`src/pkg/wkt_pkg.sv`:
```
// constants, types and register map of the wakeup countdown timer
package wkt_pkg;

  // ==========================================================================
  // clock and time
  localparam int unsigned CLK_PERIOD_NS  = 40;
  localparam int unsigned SRC_PERIOD_NS  = 244_140;    // 4096 Hz source
  localparam int unsigned REL_SHORT_NS   = 122_000;    // 122 us
  localparam int unsigned REL_LONG_NS    = 7_813_000;  // 7.813 ms
  localparam int unsigned BASE_DIV_CYC   = SRC_PERIOD_NS / CLK_PERIOD_NS;
  localparam int unsigned REL_SHORT_CYC  =
    (REL_SHORT_NS + CLK_PERIOD_NS - 1) / CLK_PERIOD_NS;
  localparam int unsigned REL_LONG_CYC   =
    (REL_LONG_NS + CLK_PERIOD_NS - 1) / CLK_PERIOD_NS;

  // divider chain ratios below the 4096 Hz stage
  localparam logic [5:0]  DIV_64_M1      = 6'h3f;   // 4096 Hz -> 64 Hz
  localparam logic [5:0]  DIV_1HZ_M1     = 6'h3f;   // 64 Hz -> 1 Hz
  localparam logic [5:0]  DIV_MIN_M1     = 6'h3b;   // 1 Hz -> 1/60 Hz
  localparam logic [5:0]  DIV_HOUR_M1    = 6'h3b;   // 1/60 Hz -> 1/3600 Hz
  localparam int unsigned SRC_N          = 5;
  localparam int unsigned REL_W          = 18;

  // ==========================================================================
  // register indices; byte address is four times the index
  localparam int unsigned ADDR_W         = 12;
  localparam logic [9:0]  IDX_PRESET_LO  = 10'h01b;
  localparam logic [9:0]  IDX_PRESET_HI  = 10'h01c;
  localparam logic [9:0]  IDX_EXT        = 10'h01d;
  localparam logic [9:0]  IDX_FLAG       = 10'h01e;
  localparam logic [9:0]  IDX_CTRL       = 10'h01f;
  localparam logic [9:0]  IDX_PINCTL     = 10'h032;
  localparam logic [9:0]  IDX_INT_STAT   = 10'h040;
  localparam logic [9:0]  IDX_INT_CLR    = 10'h041;
  localparam logic [9:0]  IDX_INT_EN     = 10'h042;

  // field positions
  localparam int unsigned EXT_RUN_BIT    = 4;
  localparam int unsigned EXT_SEL_LSB    = 0;
  localparam int unsigned FLAG_EVT_BIT   = 4;
  localparam int unsigned CTRL_FRZ_BIT   = 6;
  localparam int unsigned CTRL_IRQEN_BIT = 4;
  localparam int unsigned CTRL_HOLD_BIT  = 2;
  localparam int unsigned PIN_SEL_BIT    = 2;
  localparam int unsigned PIN_ONE_LVL    = 4;
  localparam int unsigned PIN_TWO_LVL    = 5;
  localparam int unsigned INT_EVT_BIT    = 0;
  localparam int unsigned INT_REL_BIT    = 1;
  localparam int unsigned INT_W          = 2;

  // reset values
  localparam logic [15:0] RST_PRESET     = 16'h0000;
  localparam logic [15:0] CNT_ONE        = 16'h0001;

  typedef enum logic [2:0] {
    SRC_4096 = 3'b000,
    SRC_64   = 3'b001,
    SRC_1HZ  = 3'b010,
    SRC_MIN  = 3'b011,
    SRC_HOUR = 3'b100
  } wkt_src_t;

  typedef enum logic [1:0] {
    ST_IDLE  = 2'b00,
    ST_ARMED = 2'b01,
    ST_COUNT = 2'b10
  } wkt_state_t;

  typedef struct packed {
    logic              psel;
    logic              penable;
    logic              pwrite;
    logic [ADDR_W-1:0] paddr;
    logic [31:0]       pwdata;
  } wkt_apb_req_t;

  typedef struct packed {
    logic [31:0] prdata;
    logic        pready;
    logic        pslverr;
  } wkt_apb_rsp_t;

  typedef struct packed {
    logic line_one_o;
    logic line_one_oe_n;
    logic line_two_o;
    logic line_two_oe_n;
  } wkt_irq_pins_t;

endpackage : wkt_pkg

```
`src/hw/wkt_divider.sv`:
```
// single divider chain producing all countdown source ticks
`timescale 1ns/10ps
`default_nettype none
module wkt_divider
  import wkt_pkg::*;
#(
  parameter int unsigned BASE_DIV = wkt_pkg::BASE_DIV_CYC
) (
  input  wire logic                       pclk,
  input  wire logic                       presetn,
  output logic [wkt_pkg::SRC_N-1:0]       tick_o
);

  // ==========================================================================
  // chain: ticks are one-cycle pulses, all stages aligned
  localparam logic [15:0] BASE_M1 = 16'(BASE_DIV - 1);

  function automatic logic [5:0] step(input logic [5:0] cnt,
                                      input logic       en,
                                      input logic       wrap);
    if (!en)
      return cnt;
    return wrap ? 6'h00 : cnt + 6'h01;
  endfunction : step

  logic [15:0] base_q;
  logic [5:0]  c64_q;
  logic [5:0]  c1_q;
  logic [5:0]  cm_q;
  logic [5:0]  ch_q;

  wire t4096 = (base_q == BASE_M1);
  wire t64   = t4096 & (c64_q == DIV_64_M1);
  wire t1    = t64 & (c1_q == DIV_1HZ_M1);
  wire tmin  = t1 & (cm_q == DIV_MIN_M1);
  wire thour = tmin & (ch_q == DIV_HOUR_M1);

  // free running, so the first period after a start is short
  always_ff @(posedge pclk or negedge presetn) begin
    if (!presetn) begin
      base_q <= '0;
      c64_q  <= '0;
      c1_q   <= '0;
      cm_q   <= '0;
      ch_q   <= '0;
      tick_o <= '0;
    end else begin
      base_q <= t4096 ? 16'h0000 : base_q + 16'h0001;
      c64_q  <= step(c64_q, t4096, t64);
      c1_q   <= step(c1_q, t64, t1);
      cm_q   <= step(cm_q, t1, tmin);
      ch_q   <= step(ch_q, tmin, thour);
      tick_o <= {thour, tmin, t1, t64, t4096};
    end
  end

endmodule : wkt_divider
`default_nettype wire

```
`src/hw/wkt_timer.sv`:
```
// wakeup countdown timer with apb registers and open-drain irq lines
//
// The APB interface to the registers and the register addresses were chosen for this implementation.
`timescale 1ns/10ps
`default_nettype none
module wkt_timer
#(
  parameter int unsigned BASE_DIV = wkt_pkg::BASE_DIV_CYC,
  parameter int unsigned REL_LONG = wkt_pkg::REL_LONG_CYC
) (
  input  wire logic                   pclk,
  input  wire logic                   presetn,
  input  wire wkt_pkg::wkt_apb_req_t  apb_req,
  output wkt_pkg::wkt_apb_rsp_t       apb_rsp,
  input  wire logic                   scl,
  input  wire logic                   irq_line_one_i,
  input  wire logic                   irq_line_two_i,
  output wkt_pkg::wkt_irq_pins_t      irq_pins,
  output logic                        int_o
);
  import wkt_pkg::*;

  // ==========================================================================
  // apb decode
  function automatic logic hit(input logic [ADDR_W-1:0] a,
                               input logic [9:0]        idx);
    return (a[1:0] == 2'b00) && (a[ADDR_W-1:2] == idx);
  endfunction : hit

  function automatic logic slow_src(input logic [2:0] sel);
    return sel != SRC_4096;
  endfunction : slow_src

  wire setup_ph  = apb_req.psel & ~apb_req.penable;
  wire access_ph = apb_req.psel & apb_req.penable;
  wire wr        = access_ph & apb_req.pwrite;
  wire hit_plo   = hit(apb_req.paddr, IDX_PRESET_LO);
  wire hit_phi   = hit(apb_req.paddr, IDX_PRESET_HI);
  wire hit_ext   = hit(apb_req.paddr, IDX_EXT);
  wire hit_flag  = hit(apb_req.paddr, IDX_FLAG);
  wire hit_ctrl  = hit(apb_req.paddr, IDX_CTRL);
  wire hit_pin   = hit(apb_req.paddr, IDX_PINCTL);
  wire hit_ist   = hit(apb_req.paddr, IDX_INT_STAT);
  wire hit_iclr  = hit(apb_req.paddr, IDX_INT_CLR);
  wire hit_ien   = hit(apb_req.paddr, IDX_INT_EN);
  wire mapped    = hit_plo | hit_phi | hit_ext | hit_flag | hit_ctrl |
                   hit_pin | hit_ist | hit_iclr | hit_ien;
  wire [31:0] wd = apb_req.pwdata;

  wire wr_plo  = wr & hit_plo;
  wire wr_phi  = wr & hit_phi;
  wire wr_ext  = wr & hit_ext;
  wire wr_flag = wr & hit_flag;
  wire wr_ctrl = wr & hit_ctrl;
  wire wr_pin  = wr & hit_pin;
  wire wr_iclr = wr & hit_iclr;
  wire wr_ien  = wr & hit_ien;

  // ==========================================================================
  // registers
  logic [15:0]      preset_q;
  logic [15:0]      count_q;
  logic             run_en_q;
  logic [2:0]       src_sel_q;
  logic             evt_flag_q;
  logic             freeze_q;
  logic             irq_en_q;
  logic             hold_q;
  logic             pin_sel_q;
  logic             line_low_q;
  logic [REL_W-1:0] rel_cnt_q;
  logic [INT_W-1:0] int_stat_q;
  logic [INT_W-1:0] int_en_q;
  logic [31:0]      prdata_q;
  logic [2:0]       sync1_q;
  logic [2:0]       sync2_q;
  logic [2:0]       sync3_q;
  logic [2:0]       filt_q;
  wkt_state_t       state_q;
  wkt_state_t       state_d;

  // ==========================================================================
  // pin sampling: scl, line one level, line two level
  wire [2:0] agree  = ~(sync2_q ^ sync3_q);
  wire [2:0] filt_d = (agree & sync3_q) | (~agree & filt_q);
  wire scl_rise     = filt_d[2] & ~filt_q[2];

  always_ff @(posedge pclk or negedge presetn) begin
    if (!presetn) begin
      // pins idle high; a zero here would fake an scl rise after reset
      sync1_q <= '1;
      sync2_q <= '1;
      sync3_q <= '1;
      filt_q  <= '1;
    end else begin
      sync1_q <= {scl, irq_line_one_i, irq_line_two_i};
      sync2_q <= sync1_q;
      sync3_q <= sync2_q;
      filt_q  <= filt_d;
    end
  end

  // ==========================================================================
  // source select and countdown
  logic [SRC_N-1:0] tick;

  wkt_divider #(
    .BASE_DIV (BASE_DIV)
  ) u_div (
    .pclk    (pclk),
    .presetn (presetn),
    .tick_o  (tick)
  );

  // codes above the hourly source select no tick
  wire src_tick  = (src_sel_q < 3'(SRC_N)) & tick[src_sel_q];
  wire slow      = slow_src(src_sel_q);
  wire paused    = hold_q | (freeze_q & slow);
  wire counting  = (state_q == ST_COUNT) & src_tick & ~paused;
  // a zero preset never reaches one, so it raises no event
  wire evt       = counting & (count_q == CNT_ONE);
  wire run_rise  = wr_ext & wd[EXT_RUN_BIT] & ~run_en_q;
  wire run_fall  = wr_ext & ~wd[EXT_RUN_BIT];
  wire irq_off   = wr_ctrl & ~wd[CTRL_IRQEN_BIT];
  wire drive_evt = evt & irq_en_q & ~irq_off;
  wire rel_done  = line_low_q & (rel_cnt_q == '0);

  always_comb begin
    state_d = state_q;
    case (state_q)
      ST_IDLE:  if (run_rise) state_d = ST_ARMED;
      ST_ARMED: begin
        if (run_fall)
          state_d = ST_IDLE;
        else if (scl_rise)
          state_d = ST_COUNT;
      end
      ST_COUNT: if (run_fall) state_d = ST_IDLE;
      default:  state_d = ST_IDLE;
    endcase
  end

  always_ff @(posedge pclk or negedge presetn) begin
    if (!presetn) begin
      state_q <= ST_IDLE;
      count_q <= RST_PRESET;
    end else begin
      state_q <= state_d;
      if (run_rise || evt)
        count_q <= preset_q;
      else if (counting && count_q != '0)
        count_q <= count_q - CNT_ONE;
    end
  end

  // ==========================================================================
  // control registers
  always_ff @(posedge pclk or negedge presetn) begin
    if (!presetn) begin
      preset_q  <= RST_PRESET;
      run_en_q  <= 1'b0;
      src_sel_q <= SRC_4096;
      freeze_q  <= 1'b0;
      irq_en_q  <= 1'b0;
      hold_q    <= 1'b0;
      pin_sel_q <= 1'b0;
      int_en_q  <= '0;
    end else begin
      if (wr_plo) preset_q[7:0]  <= wd[7:0];
      if (wr_phi) preset_q[15:8] <= wd[7:0];
      if (wr_ext) begin
        run_en_q  <= wd[EXT_RUN_BIT];
        src_sel_q <= wd[EXT_SEL_LSB +: 3];
      end
      if (wr_ctrl) begin
        freeze_q <= wd[CTRL_FRZ_BIT];
        irq_en_q <= wd[CTRL_IRQEN_BIT];
        hold_q   <= wd[CTRL_HOLD_BIT];
      end
      if (wr_pin) pin_sel_q <= wd[PIN_SEL_BIT];
      if (wr_ien) int_en_q  <= wd[INT_W-1:0];
    end
  end

  // ==========================================================================
  // event flag, irq line and auto release
  // set wins over a clear that lands in the same cycle
  wire flag_d = evt | (evt_flag_q &
                ~(wr_flag & ~wd[FLAG_EVT_BIT]));
  wire line_d = irq_off ? 1'b0 :
                drive_evt ? 1'b1 :
                rel_done ? 1'b0 : line_low_q;
  wire [REL_W-1:0] rel_load = slow ? REL_W'(REL_LONG - 1)
                                   : REL_W'(REL_SHORT_CYC - 1);
  wire [INT_W-1:0] int_set  = {rel_done & ~irq_off & ~drive_evt, evt};
  wire [INT_W-1:0] int_clr  = wr_iclr ? wd[INT_W-1:0] : '0;

  always_ff @(posedge pclk or negedge presetn) begin
    if (!presetn) begin
      evt_flag_q <= 1'b0;
      line_low_q <= 1'b0;
      rel_cnt_q  <= '0;
      int_stat_q <= '0;
    end else begin
      evt_flag_q <= flag_d;
      line_low_q <= line_d;
      if (drive_evt)
        rel_cnt_q <= rel_load;
      else if (line_low_q && rel_cnt_q != '0)
        rel_cnt_q <= rel_cnt_q - REL_W'(1);
      int_stat_q <= (int_stat_q & ~int_clr) | int_set;
    end
  end

  // open drain: only ever pull low, enable low while pulling
  assign irq_pins.line_one_o    = 1'b0;
  assign irq_pins.line_two_o    = 1'b0;
  assign irq_pins.line_one_oe_n = ~(line_low_q & pin_sel_q);
  assign irq_pins.line_two_oe_n = ~(line_low_q & ~pin_sel_q);
  assign int_o = |(int_stat_q & int_en_q);

  // ==========================================================================
  // read path: data captured in setup, answered with no wait state
  logic [7:0] rd_d;
  wire [15:0] cnt_view = run_en_q ? count_q : preset_q;

  always_comb begin
    rd_d = 8'h00;
    if (hit_plo)  rd_d = cnt_view[7:0];
    if (hit_phi)  rd_d = cnt_view[15:8];
    if (hit_ext)  rd_d = {3'b000, run_en_q, 1'b0, src_sel_q};
    if (hit_flag) rd_d = {3'b000, evt_flag_q, 4'h0};
    if (hit_ctrl) rd_d = {1'b0, freeze_q, 1'b0, irq_en_q, 1'b0, hold_q,
                          2'b00};
    if (hit_pin)  rd_d = {2'b00, filt_q[0], filt_q[1], 1'b0, pin_sel_q,
                          2'b00};
    if (hit_ist)  rd_d = {6'h00, int_stat_q};
    if (hit_ien)  rd_d = {6'h00, int_en_q};
  end

  always_ff @(posedge pclk or negedge presetn) begin
    if (!presetn)
      prdata_q <= '0;
    else if (setup_ph)
      prdata_q <= {24'h000000, rd_d};
  end

  assign apb_rsp.prdata  = prdata_q;
  assign apb_rsp.pready  = 1'b1;
  assign apb_rsp.pslverr = access_ph & ~mapped;
endmodule : wkt_timer
`default_nettype wire

```
`config.mk`:
```
export PLATFORM = sky130hd
export DESIGN_NAME = wkt_timer
export DESIGN_NICKNAME = d
export VERILOG_FILES = /design/src/pkg/wkt_pkg.sv /design/src/hw/wkt_divider.sv /design/src/hw/wkt_timer.sv
export SDC_FILE = /design/constraint.sdc
export NUM_CORES = 1
export LEC_CHECK = 0
export BUFFER_PORTS_ARGS = -buffer_cell sky130_fd_sc_hd__buf_2
export CORE_MARGIN = 4
export CORE_UTILIZATION = 54
export DETAILED_ROUTE_END_ITERATION = 16
export PLACE_DENSITY = 0.75
export SYNTH_ARGS = -nofsm -noshare
export SYNTH_HDL_FRONTEND = slang
export SYNTH_SLANG_ARGS = --single-unit
```
`constraint.sdc`:
```
create_clock -name pclk -period 5.19 [get_ports pclk]
set_input_delay 0.519 -clock pclk [delete_from_list [all_inputs] [get_ports pclk]]
set_output_delay 0.519 -clock pclk [all_outputs]
set_load 0.1 [all_outputs]
```
======== Word level (Yosys, flattened, before mapping) ========
Index checks and enable logic that the tools add are counted.
word-level totals
  word-level logic and storage cells ...... 175
  output and inout port bits .............. 39
  input port bits ......................... 52
  flip-flop bits (word level) ............. 131
cells by class
  muxes and demuxes ....................... 30
  reduce and logical (&&, ||, !) cells .... 23
  equality and inequality tests ........... 20
  order comparisons ....................... 2
  bitwise operators ....................... 67
  $add $sub $neg .......................... 7
operators by type and width
  operator               number
  $mux 16                4
  $mux 8                 8
  $mux 18                3
  $eq 10x5->1 const B    5
  $and 1x1->1            35
  $eq 10x7->1 const B    3
  $add 6x1->6 const B    4
  $eq 6x6->1 const B     4
  $mux 6                 4
  $logic_not 18->1       1
  $reduce_bool 18->1     1
  $sub 18x1->18 const B  1
  $add 16x1->16 const B  1
  $eq 16x1->1 const B    1
  $eq 16x13->1 const B   1
  $reduce_bool 16->1     1
  $sub 16x1->16 const B  1
  $not 1->1              12
  $logic_and 1x1->1      11
  $eq 10x6->1 const B    1
  $mux 2                 5
  $or 1x1->1             10
  $and 3x3->3            2
  $not 3->3              2
  20 further kinds       28

======== Logic depth before layout (Yosys ltp) ========
Gate-level depths: netlist of run 1.
  word-level depth ........................ 12
  depth in mapped cells ................... 12
  depth with buffers taken out ............ 12

======== Cells and area by module ========
From an unflattened synthesis of run 1, not the netlist that was laid out.
second synthesis, totals
  cell total of the unflattened synthesis .. 720
  area total of the unflattened synthesis .. 7218.2 um^2
by module, submodules not included
  module       instances  cells each  area an instance (um^2)
  wkt_timer    1          491         4916.0
  wkt_divider  1          229         2302.2

======== Worst setup path after synthesis of run 1 ========
OpenSTA, ideal clock, no wires.
  path type ............................... in2out
  start point ............................. input apb_req[38] (netlist bit)
  end point ............................... output apb_rsp[0] (netlist bit)
  cell stages on the path ................. 6
  arrival time ............................ 2498 ps
  slack ................................... 2173 ps
  data required time ...................... 4671 ps
  cells stage by stage .................... nor2b_1 -> and2_1 -> clkbuf_1 -> nand3_1 -> nand2_1 -> nor2_1
RTL lines
  element          RTL line         RTL
  start, declared  wkt_timer.sv:13  input wire wkt_pkg::wkt_apb_req_t apb_req,
  end, declared    wkt_timer.sv:14  output wkt_pkg::wkt_apb_rsp_t apb_rsp,

======== Worst setup path in the final report of run 1 ========
  start point ............................. register count_q[10]
  end point ............................... register rel_cnt_q[12]
on the way
  longest elaborated chain between the ends .. 5
  elaborated cells between the ends (all ways) .. 6
  those cells by class .................... eq/ne (1); mux (1); bitwise (3); reduce/logical (1)
ends and longest elaborated chain
  element                                       RTL line          RTL
  start, declared                               wkt_timer.sv:62   logic [15:0] count_q;
  start signal, assigned                        wkt_timer.sv:150  count_q <= preset_q;
  start signal, assigned                        wkt_timer.sv:152  count_q <= count_q - CNT_ONE;
  $eq 16x1->1 *                                 wkt_timer.sv:121  wire evt = counting & (count_q == CNT_ONE);
  $and 1x1->1 *                                 wkt_timer.sv:121
  $and 1x1->1 * (2 in a row)                    wkt_timer.sv:125  wire drive_evt = evt & irq_en_q & ~irq_off;
  $mux 18 or $reduce_bool 2->1 (tied branches)  -
  end signal, assigned                          wkt_timer.sv:208  rel_cnt_q <= rel_load;
  end signal, assigned                          wkt_timer.sv:210  rel_cnt_q <= rel_cnt_q - REL_W'(1);
  end, declared                                 wkt_timer.sv:71   logic [REL_W-1:0] rel_cnt_q;
Mark *: on every way between the ends. The rest lies on a longest branch, timed or not.
A chain may end at the register's enable or synchronous reset.

==> results of run 1 <==
==> where the power goes <==
group | switching (mW) | internal [mW]
registers | 0.0416 | 1.06
logic | 0.182 | 0.0507
clock network | 0.433 | 0.828
==> area by class of cell <==
| type | count | area (um2) | share of cell area |
|---|---|---|---|
| Inverter | 15 | 61.3 | 0.00787 |
| Clock buffer | 23 | 468 | 0.0601 |
| Clock inverter | 9 | 154 | 0.0198 |
| Timing Repair Buffer | 41 | 213 | 0.0273 |
| Multi-Input combinational cell | 518 | 3380 | 0.434 |
| Sequential cell | 131 | 3290 | 0.423 |
| Tap cell | 172 | 215 | 0.0276 |
==> synthesized netlist by cell type, types with 4 or more instances <==
| cell type | number |
|---|---|
| o22ai_1 | 4 |
| a22o_1 | 5 |
| mux2i_1 | 18 |
| o22a_1 | 4 |
| nand4_1 | 13 |
| nand2_1 | 60 |
| clkbuf_1 | 12 |
| nor3_1 | 23 |
| nor2_1 | 56 |
| dfstp_2 | 12 |
| or3_1 | 12 |
| dfrtp_1 | 119 |
| o31ai_1 | 12 |
| nand3_1 | 22 |
| o21ai_0 | 33 |
| xor2_1 | 13 |
| o211ai_1 | 4 |
| a21oi_1 | 29 |
| and3_1 | 8 |
| nand2b_1 | 9 |
| nor4_1 | 16 |
| nor2b_1 | 6 |
| inv_1 | 11 |
| and2_1 | 6 |
| ha_1 | 9 |
| or4_1 | 10 |
| buf_4 | 28 |
| xnor2_1 | 26 |
| mux2_2 | 33 |
==> flip-flops by register name (all words and copies together) (netlist names), 2 cells and up, named ones only <==
name / count
rel_cnt_q: 18
count_q: 16
preset_q: 16
u_div.base_q: 16
prdata_q: 8
u_div.c1_q: 6
u_div.c64_q: 6
u_div.ch_q: 6
u_div.cm_q: 6
u_div.tick_o: 5
src_sel_q: 3
sync1_q: 3
sync2_q: 3
sync3_q: 3
int_en_q: 2
int_stat_q: 2
state_q: 2
==> worst max-delay path, delay by kind of cell (launching register included) <==
kind | cells | cell delay, ps
flip-flops | 1 | 440
AO/OA/AOI/OAI | 2 | 880
buffers and inverters | 1 | 220
AND/OR/NAND/NOR | 2 | 1050
multiplexers | 1 | 160
==> logic make-up (layout without fill, tap and decap cells) <==
group,count (synthesis),in the layout,synth area share
simple gates,269,269,0.211
flops,131,131,0.477
compound gates,119,119,0.111
buf+inv,58,88,0.0476
mux,52,52,0.0821
xor+xnor,39,39,0.0495
fa+ha+maj,12,12,0.0207
other cells,2,27,0.00109
==> final timing paths <==
kind	to	cells after the start
max in group asynchronous	rel_cnt_q[9]$_DFFE_PN0P_	2
setup / recovery	rel_cnt_q[12]$_DFFE_PN0P_	6
hold reg to reg	sync2_q[0]$_DFF_PN1_	0
min in group asynchronous	rel_cnt_q[13]$_DFFE_PN0P_	1
hold / removal	sync1_q[1]$_DFF_PN1_	1
setup reg to reg	rel_cnt_q[12]$_DFFE_PN0P_	6
==> metal layers <==
| metal | global-route usage | wire length, um | vias to the layer above |
|---|---|---|---|
| li1 | - | - | 2509 |
| met2 | 0.346 | 7300 | 185 |
| met3 | 0.0578 | 956 | 27 |
| met4 | 0.0722 | 215 | 0 |
| met5 | 0 | 0 | - |
| met1 | 0.288 | 6500 | 2650 |
==> stage by stage <==
stage | utilization | instance area (um2) | hold slack (ps)
after floorplan | - | 7000 | 223
after global placement | 0.570 | 7160 | 346
after detailed placement | 0.570 | 7160 | 349
after CTS | 0.620 | 7790 | 186
after global routing | 0.620 | 7790 | 180
final | 0.620 | 7790 | 198
==> metrics.md, run 1 <==
| Metric | Value |
|---|---|
| CTS-repair resized insts | 0 |
| Post-synth EDFFs | 0 |
| Crit-path cells | or4_4 -> nor2_1 -> o2111a_1 -> o211a_1 -> inv_2 -> mux2i_1 |
| GRT overflow | 0 |
| Power after layout | 2.60 mW |
| Ys Warns | 0 |
| WP data arrival | 3170 ps |
| RSZ-0062 raised after global routing | false |
| CTS buffer count | 17 |
| CP max stage delay | 590 ps |
| CP max-delay cell | or4_4 |
| Leading post-synthesis cells by cell area | dfrtp_1 43%, mux2_2 5.4%, dfstp_2 4.6% |
| Ys async rst share | 1.00 |
| Pre-CTS WS | 2320 ps |
| # H-tree levels | 4 |
| Tot GR Track Use | 0.217 |
| Vias in the first global route | 5223 |
| Critical Path Start | count_q[10]$_DFFE_PN0P_ |
| DR DRC count | 0 |
| Via count | 5371 |
| Primary FF master, synth | dfrtp_1 |
| Final #Nets | 785 |
| Reg clk slew, reported paths | 60 ps |
| Yosys top cell by area | dfrtp_1 |
| Critical Path RT | 5440 ps |
| Routed WL | 15000 um |
| Die Span X | 121 um |
| Post-synthesis sequential area ratio | 0.477 |
| Initial antenna violation count | 0 |
| Final setup fails | 0 |
| Final cell count without fillers | 909 |
| FF+latch count, synth | 131 |
| Final Hold Viols | 0 |
| Skew final | 8.90 ps |
| Share of cells above drive strength 1 | 0.183 |
| Post-route setup TNS | 0 ps |
| CTS tree | done |
| Top cell type's share of synthesized area | 0.431 |
| Pin count of the biggest net entering global routing | 85 |
| Ant. Diodes | 0 |
| Cell Rows | 41 |
| Clock buffer depth | 2 |
| Fmax | 0.342 GHz |
| 1st-iter DRT viols | 545 |
| Hold Path Class | input port to flop |
| First-pass iteration count of the detailed router | 6 |
| Slew margin rel. | 0.202 |
| Mean post-synth cell area | 10.1 um2 |
| Die ar. | 14700 um2 |
| Final Max Tran Viols | 0 |
| Worst skew pair latency | 420 ps |
| Initial Util | 0.550 |
| VDD IR max | 0.195 mV |
| Gpl congestion | 0.881 |
| Gate Count Post-Synth | 682 |
| HP Start | irq_line_one_i |
| Min cycle time layout | 2920 ps |
| Fill cells | 1007 |
| Worst setup margin | 2270 ps |
| Hold buffers post-CTS | 0 |
| R2r setup slk | 2270 ps |
| Critical Path Fanout Max | 17 |
| Vias per cell | 5.91 |
| Final HPWL DP | 10300 um |
| DRT antenna net count | 0 |
| Io pins | 91 |
| Leakage | 3.55 nW |
| Pwr Density | 334 nW/um2 |
| Mapped Area | 6910 um2 |
| Synth-to-Final Area Change | 12.7% |
| Final period util | 0.563 |
| Routed len/inst | 16.5 um |
| # clock sinks | 131 |
| Placed insts | 877 |
| Max-cap violations | 0 |
| Status | finished, final reports clean |
| R2R Path Start | count_q[10]$_DFFE_PN0P_ |
| Setup crit start kind | flop |
| Post-CTS setup repair buffer count | 0 |
| Worst-Margin Slew | 1190 ps |
| Unique masters post-synth | 73 |
| Die span in y | 121 um |
| Clock Tree Root | clkbuf_16 |
| Worst Setup Path Type | flop to flop |
| First-pass GRT wire length | 25400 um |
| Worst setup EP type | flop |
| IO Port Bufs | 39 |
| Core Region | 12600 um2 |
| Most frequent cells in the layout | 119 x dfrtp_1, 60 x nand2_1, 56 x nor2_1 |
| Commonest non-fill, non-tap cell in the layout | dfrtp_1 |
Power figures use the tool's default switching activity.
==> run 2: changes to the inputs <==
==> constraint.sdc (replaced) <==
create_clock -name pclk -period 3 [get_ports pclk]
set_input_delay 0.3 -clock pclk [delete_from_list [all_inputs] [get_ports pclk]]
set_output_delay 0.3 -clock pclk [all_outputs]
set_load 0.1 [all_outputs]
==> run 2 against run 1 <==
Critical path depth did not move. Routed wire length fell by 0.56%. Utilization rose by 1.6 points. Global-route usage fell by 0.42 points. Largest power group unchanged. Clock power rose by 87%. Die area did not move.
==> metrics.md, run 2 (synthesis gave the netlist of run 1 again) <==
| Metric | Value |
|---|---|
| Status | finished, final reports clean |
| Pwr Density | 586 nW/um2 |
| Core Region | 12600 um2 |
| DRT antenna net count | 0 |
| IO Port Bufs | 39 |
| CTS buffer count | 17 |
| CTS-repair resized insts | 0 |
| Critical Path RT | 3250 ps |
| Share of cells above drive strength 1 | 0.199 |
| Worst skew pair latency | 420 ps |
| Fmax | 0.389 GHz |
| R2R depth | 6 |
| Final cell count without fillers | 925 |
| Hold Path End | preset_q[7]$_DFFE_PN0P_ |
| Initial Util | 0.550 |
| Final setup fails | 0 |
| Clock share of power | 0.503 |
| Crit-path cells | or4_4 -> nor2_1 -> o2111a_1 -> o211a_1 -> inv_2 -> mux2i_1 |
| Setup crit start kind | flop |
| Gpl congestion | 0.869 |
| Seq pwr share | 0.409 |
| Family with the most delay on the worst path | compound AO/OA/AOI/OAI gates |
| Ant. Diodes | 0 |
| Max-cap violations | 0 |
| Worst-Margin Slew | 1040 ps |
| Io pins | 91 |
| Int Power | 3.53 mW |
| Final #Nets | 801 |
| Most frequent cells in the layout | 119 x dfrtp_1, 60 x nand2_1, 56 x nor2_1 |
| Synth-to-Final Area Change | 15.7% |
| 1st-iter DRT viols | 384 |
| Routed WL | 14900 um |
| Final Hold Viols | 0 |
| Final Max Tran Viols | 0 |
| Min cycle time layout | 2570 ps |
| Placed insts | 889 |
| Fill cells | 995 |
| Worst Setup Path Type | flop to flop |
| Skew final | 7.34 ps |
| GRT overflow | 0 |
| Cell Rows | 41 |
| Clock buffer depth | 2 |
| Commonest non-fill, non-tap cell in the layout | dfrtp_1 |
| First-pass GRT wire length | 24800 um |
| R2R Path Start | count_q[10]$_DFFE_PN0P_ |
| CP max stage delay | 570 ps |
| Vias in the first global route | 5108 |
| Reg clk slew, reported paths | 60 ps |
| Critical path buffer and inverter count | 1 |
| Hold Path Class | input port to flop |
| R2r setup slk | 430 ps |
| Worst setup EP type | flop |
| HP Start | apb_req[7] |
| WP data arrival | 2820 ps |
| First-pass iteration count of the detailed router | 5 |
| Leakage | 3.66 nW |
| Switching pwr | 1.16 mW |
| Reg with most FFs | rel_cnt_q |
| Tot GR Track Use | 0.212 |
| DR DRC count | 0 |
| Post-route setup TNS | 0 ps |
| Worst hold stages | 2 |
| Initial antenna violation count | 0 |
| CP max-delay cell | or4_4 |
| Switching share of total power | 0.247 |
| # clock sinks | 131 |
| Clock Tree Root | clkbuf_16 |
| Power after layout | 4.68 mW |
| Critical Path Fanout Max | 17 |
| R2R Path End | rel_cnt_q[12]$_DFFE_PN0P_ |
| Combinational share of power | 0.087 |
| Routed len/inst | 16.1 um |
| VDD IR max | 0.382 mV |
| Vias per cell | 5.77 |
| Via count | 5336 |
| Largest register FFs | 18 |
| RSZ-0062 raised after global routing | false |
| Die ar. | 14700 um2 |
| CTS tree | done |
| Final HPWL DP | 10200 um |
| Die Span X | 121 um |
| Slew margin rel. | 0.304 |
| Final period util | 0.857 |
| Die span in y | 121 um |
| Pin count of the biggest net entering global routing | 61 |
| # H-tree levels | 4 |
run 2: cell count changes in the layout (fill, tap and decap cells not counted), sizes merged:
cell         change
inv              +2
clkinv           -1
buf             +12
clkbuf           -1
dlygate4sd3      +4
clkinvlp         -1
bufinv           +1
run 2: what timing repair did:
action	4_1_cts	5_1_grt
endpoints found under the hold margin	49	0
hold buffers	4	0
buffers inserted	0	0
run 2: through the flow:
step                      hold slack [ps]  worst slack (ps)  instance area (um2)   util
after floorplan                      4.41               421                 7000      -
after global placement                346               472                 7260  0.578
after detailed placement              347               438                 7260  0.578
after CTS                             123               432                 7990  0.636
after global routing                  120               262                 7990  0.636
final                                 134               430                 7990  0.636
run 2: cell type report:
cell class / count / area (um2) / share of cell area
multi-input combinational: 518 / 3380 / 0.423
sequential: 131 / 3290 / 0.412
clock buffer: 22 / 494 / 0.0619
timing repair buffer: 57 / 355 / 0.0445
tap: 172 / 215 / 0.0269
clock inverter: 10 / 193 / 0.0241
inverter: 15 / 61.3 / 0.00767
run 2: power groups by stage:
stage / Sequential (mW) / Combinational (mW) / Clock, mW
2_1_floorplan: 1.95 / 0.311 / 0
3_3_place_gp: 1.93 / 0.391 / 0
3_5_place_dp: 1.94 / 0.401 / 0
4_1_cts: 1.91 / 0.410 / 2.39
5_1_grt: 1.93 / 0.441 / 2.48
6_report: 1.92 / 0.409 / 2.36
run 2: how the worst max path moves through the flow:
| stage | cells after the start | from | to | slack, ps |
|---|---|---|---|---|
| 2_1_floorplan | 6 | apb_req[38] | apb_rsp[0] | 420 |
| 3_3_place_gp | 12 | u_div.base_q[0]$_DFF_PN0_ | u_div.ch_q[2]$_DFFE_PN0P_ | 470 |
| 3_5_place_dp | 12 | u_div.base_q[0]$_DFF_PN0_ | u_div.ch_q[2]$_DFFE_PN0P_ | 440 |
| 4_1_cts | 12 | u_div.base_q[0]$_DFF_PN0_ | u_div.ch_q[2]$_DFFE_PN0P_ | 430 |
| 5_1_grt | 6 | rel_cnt_q[8]$_DFFE_PN0P_ | rel_cnt_q[7]$_DFFE_PN0P_ | 260 |
| 6_report | 6 | count_q[10]$_DFFE_PN0P_ | rel_cnt_q[12]$_DFFE_PN0P_ | 430 |
run 2: layer usage:
metal | part of all wire | track usage
met4 | 0.018 | 0.0744
met1 | 0.44 | 0.281
met5 | 0 | 0
met2 | 0.48 | 0.343
met3 | 0.058 | 0.0513
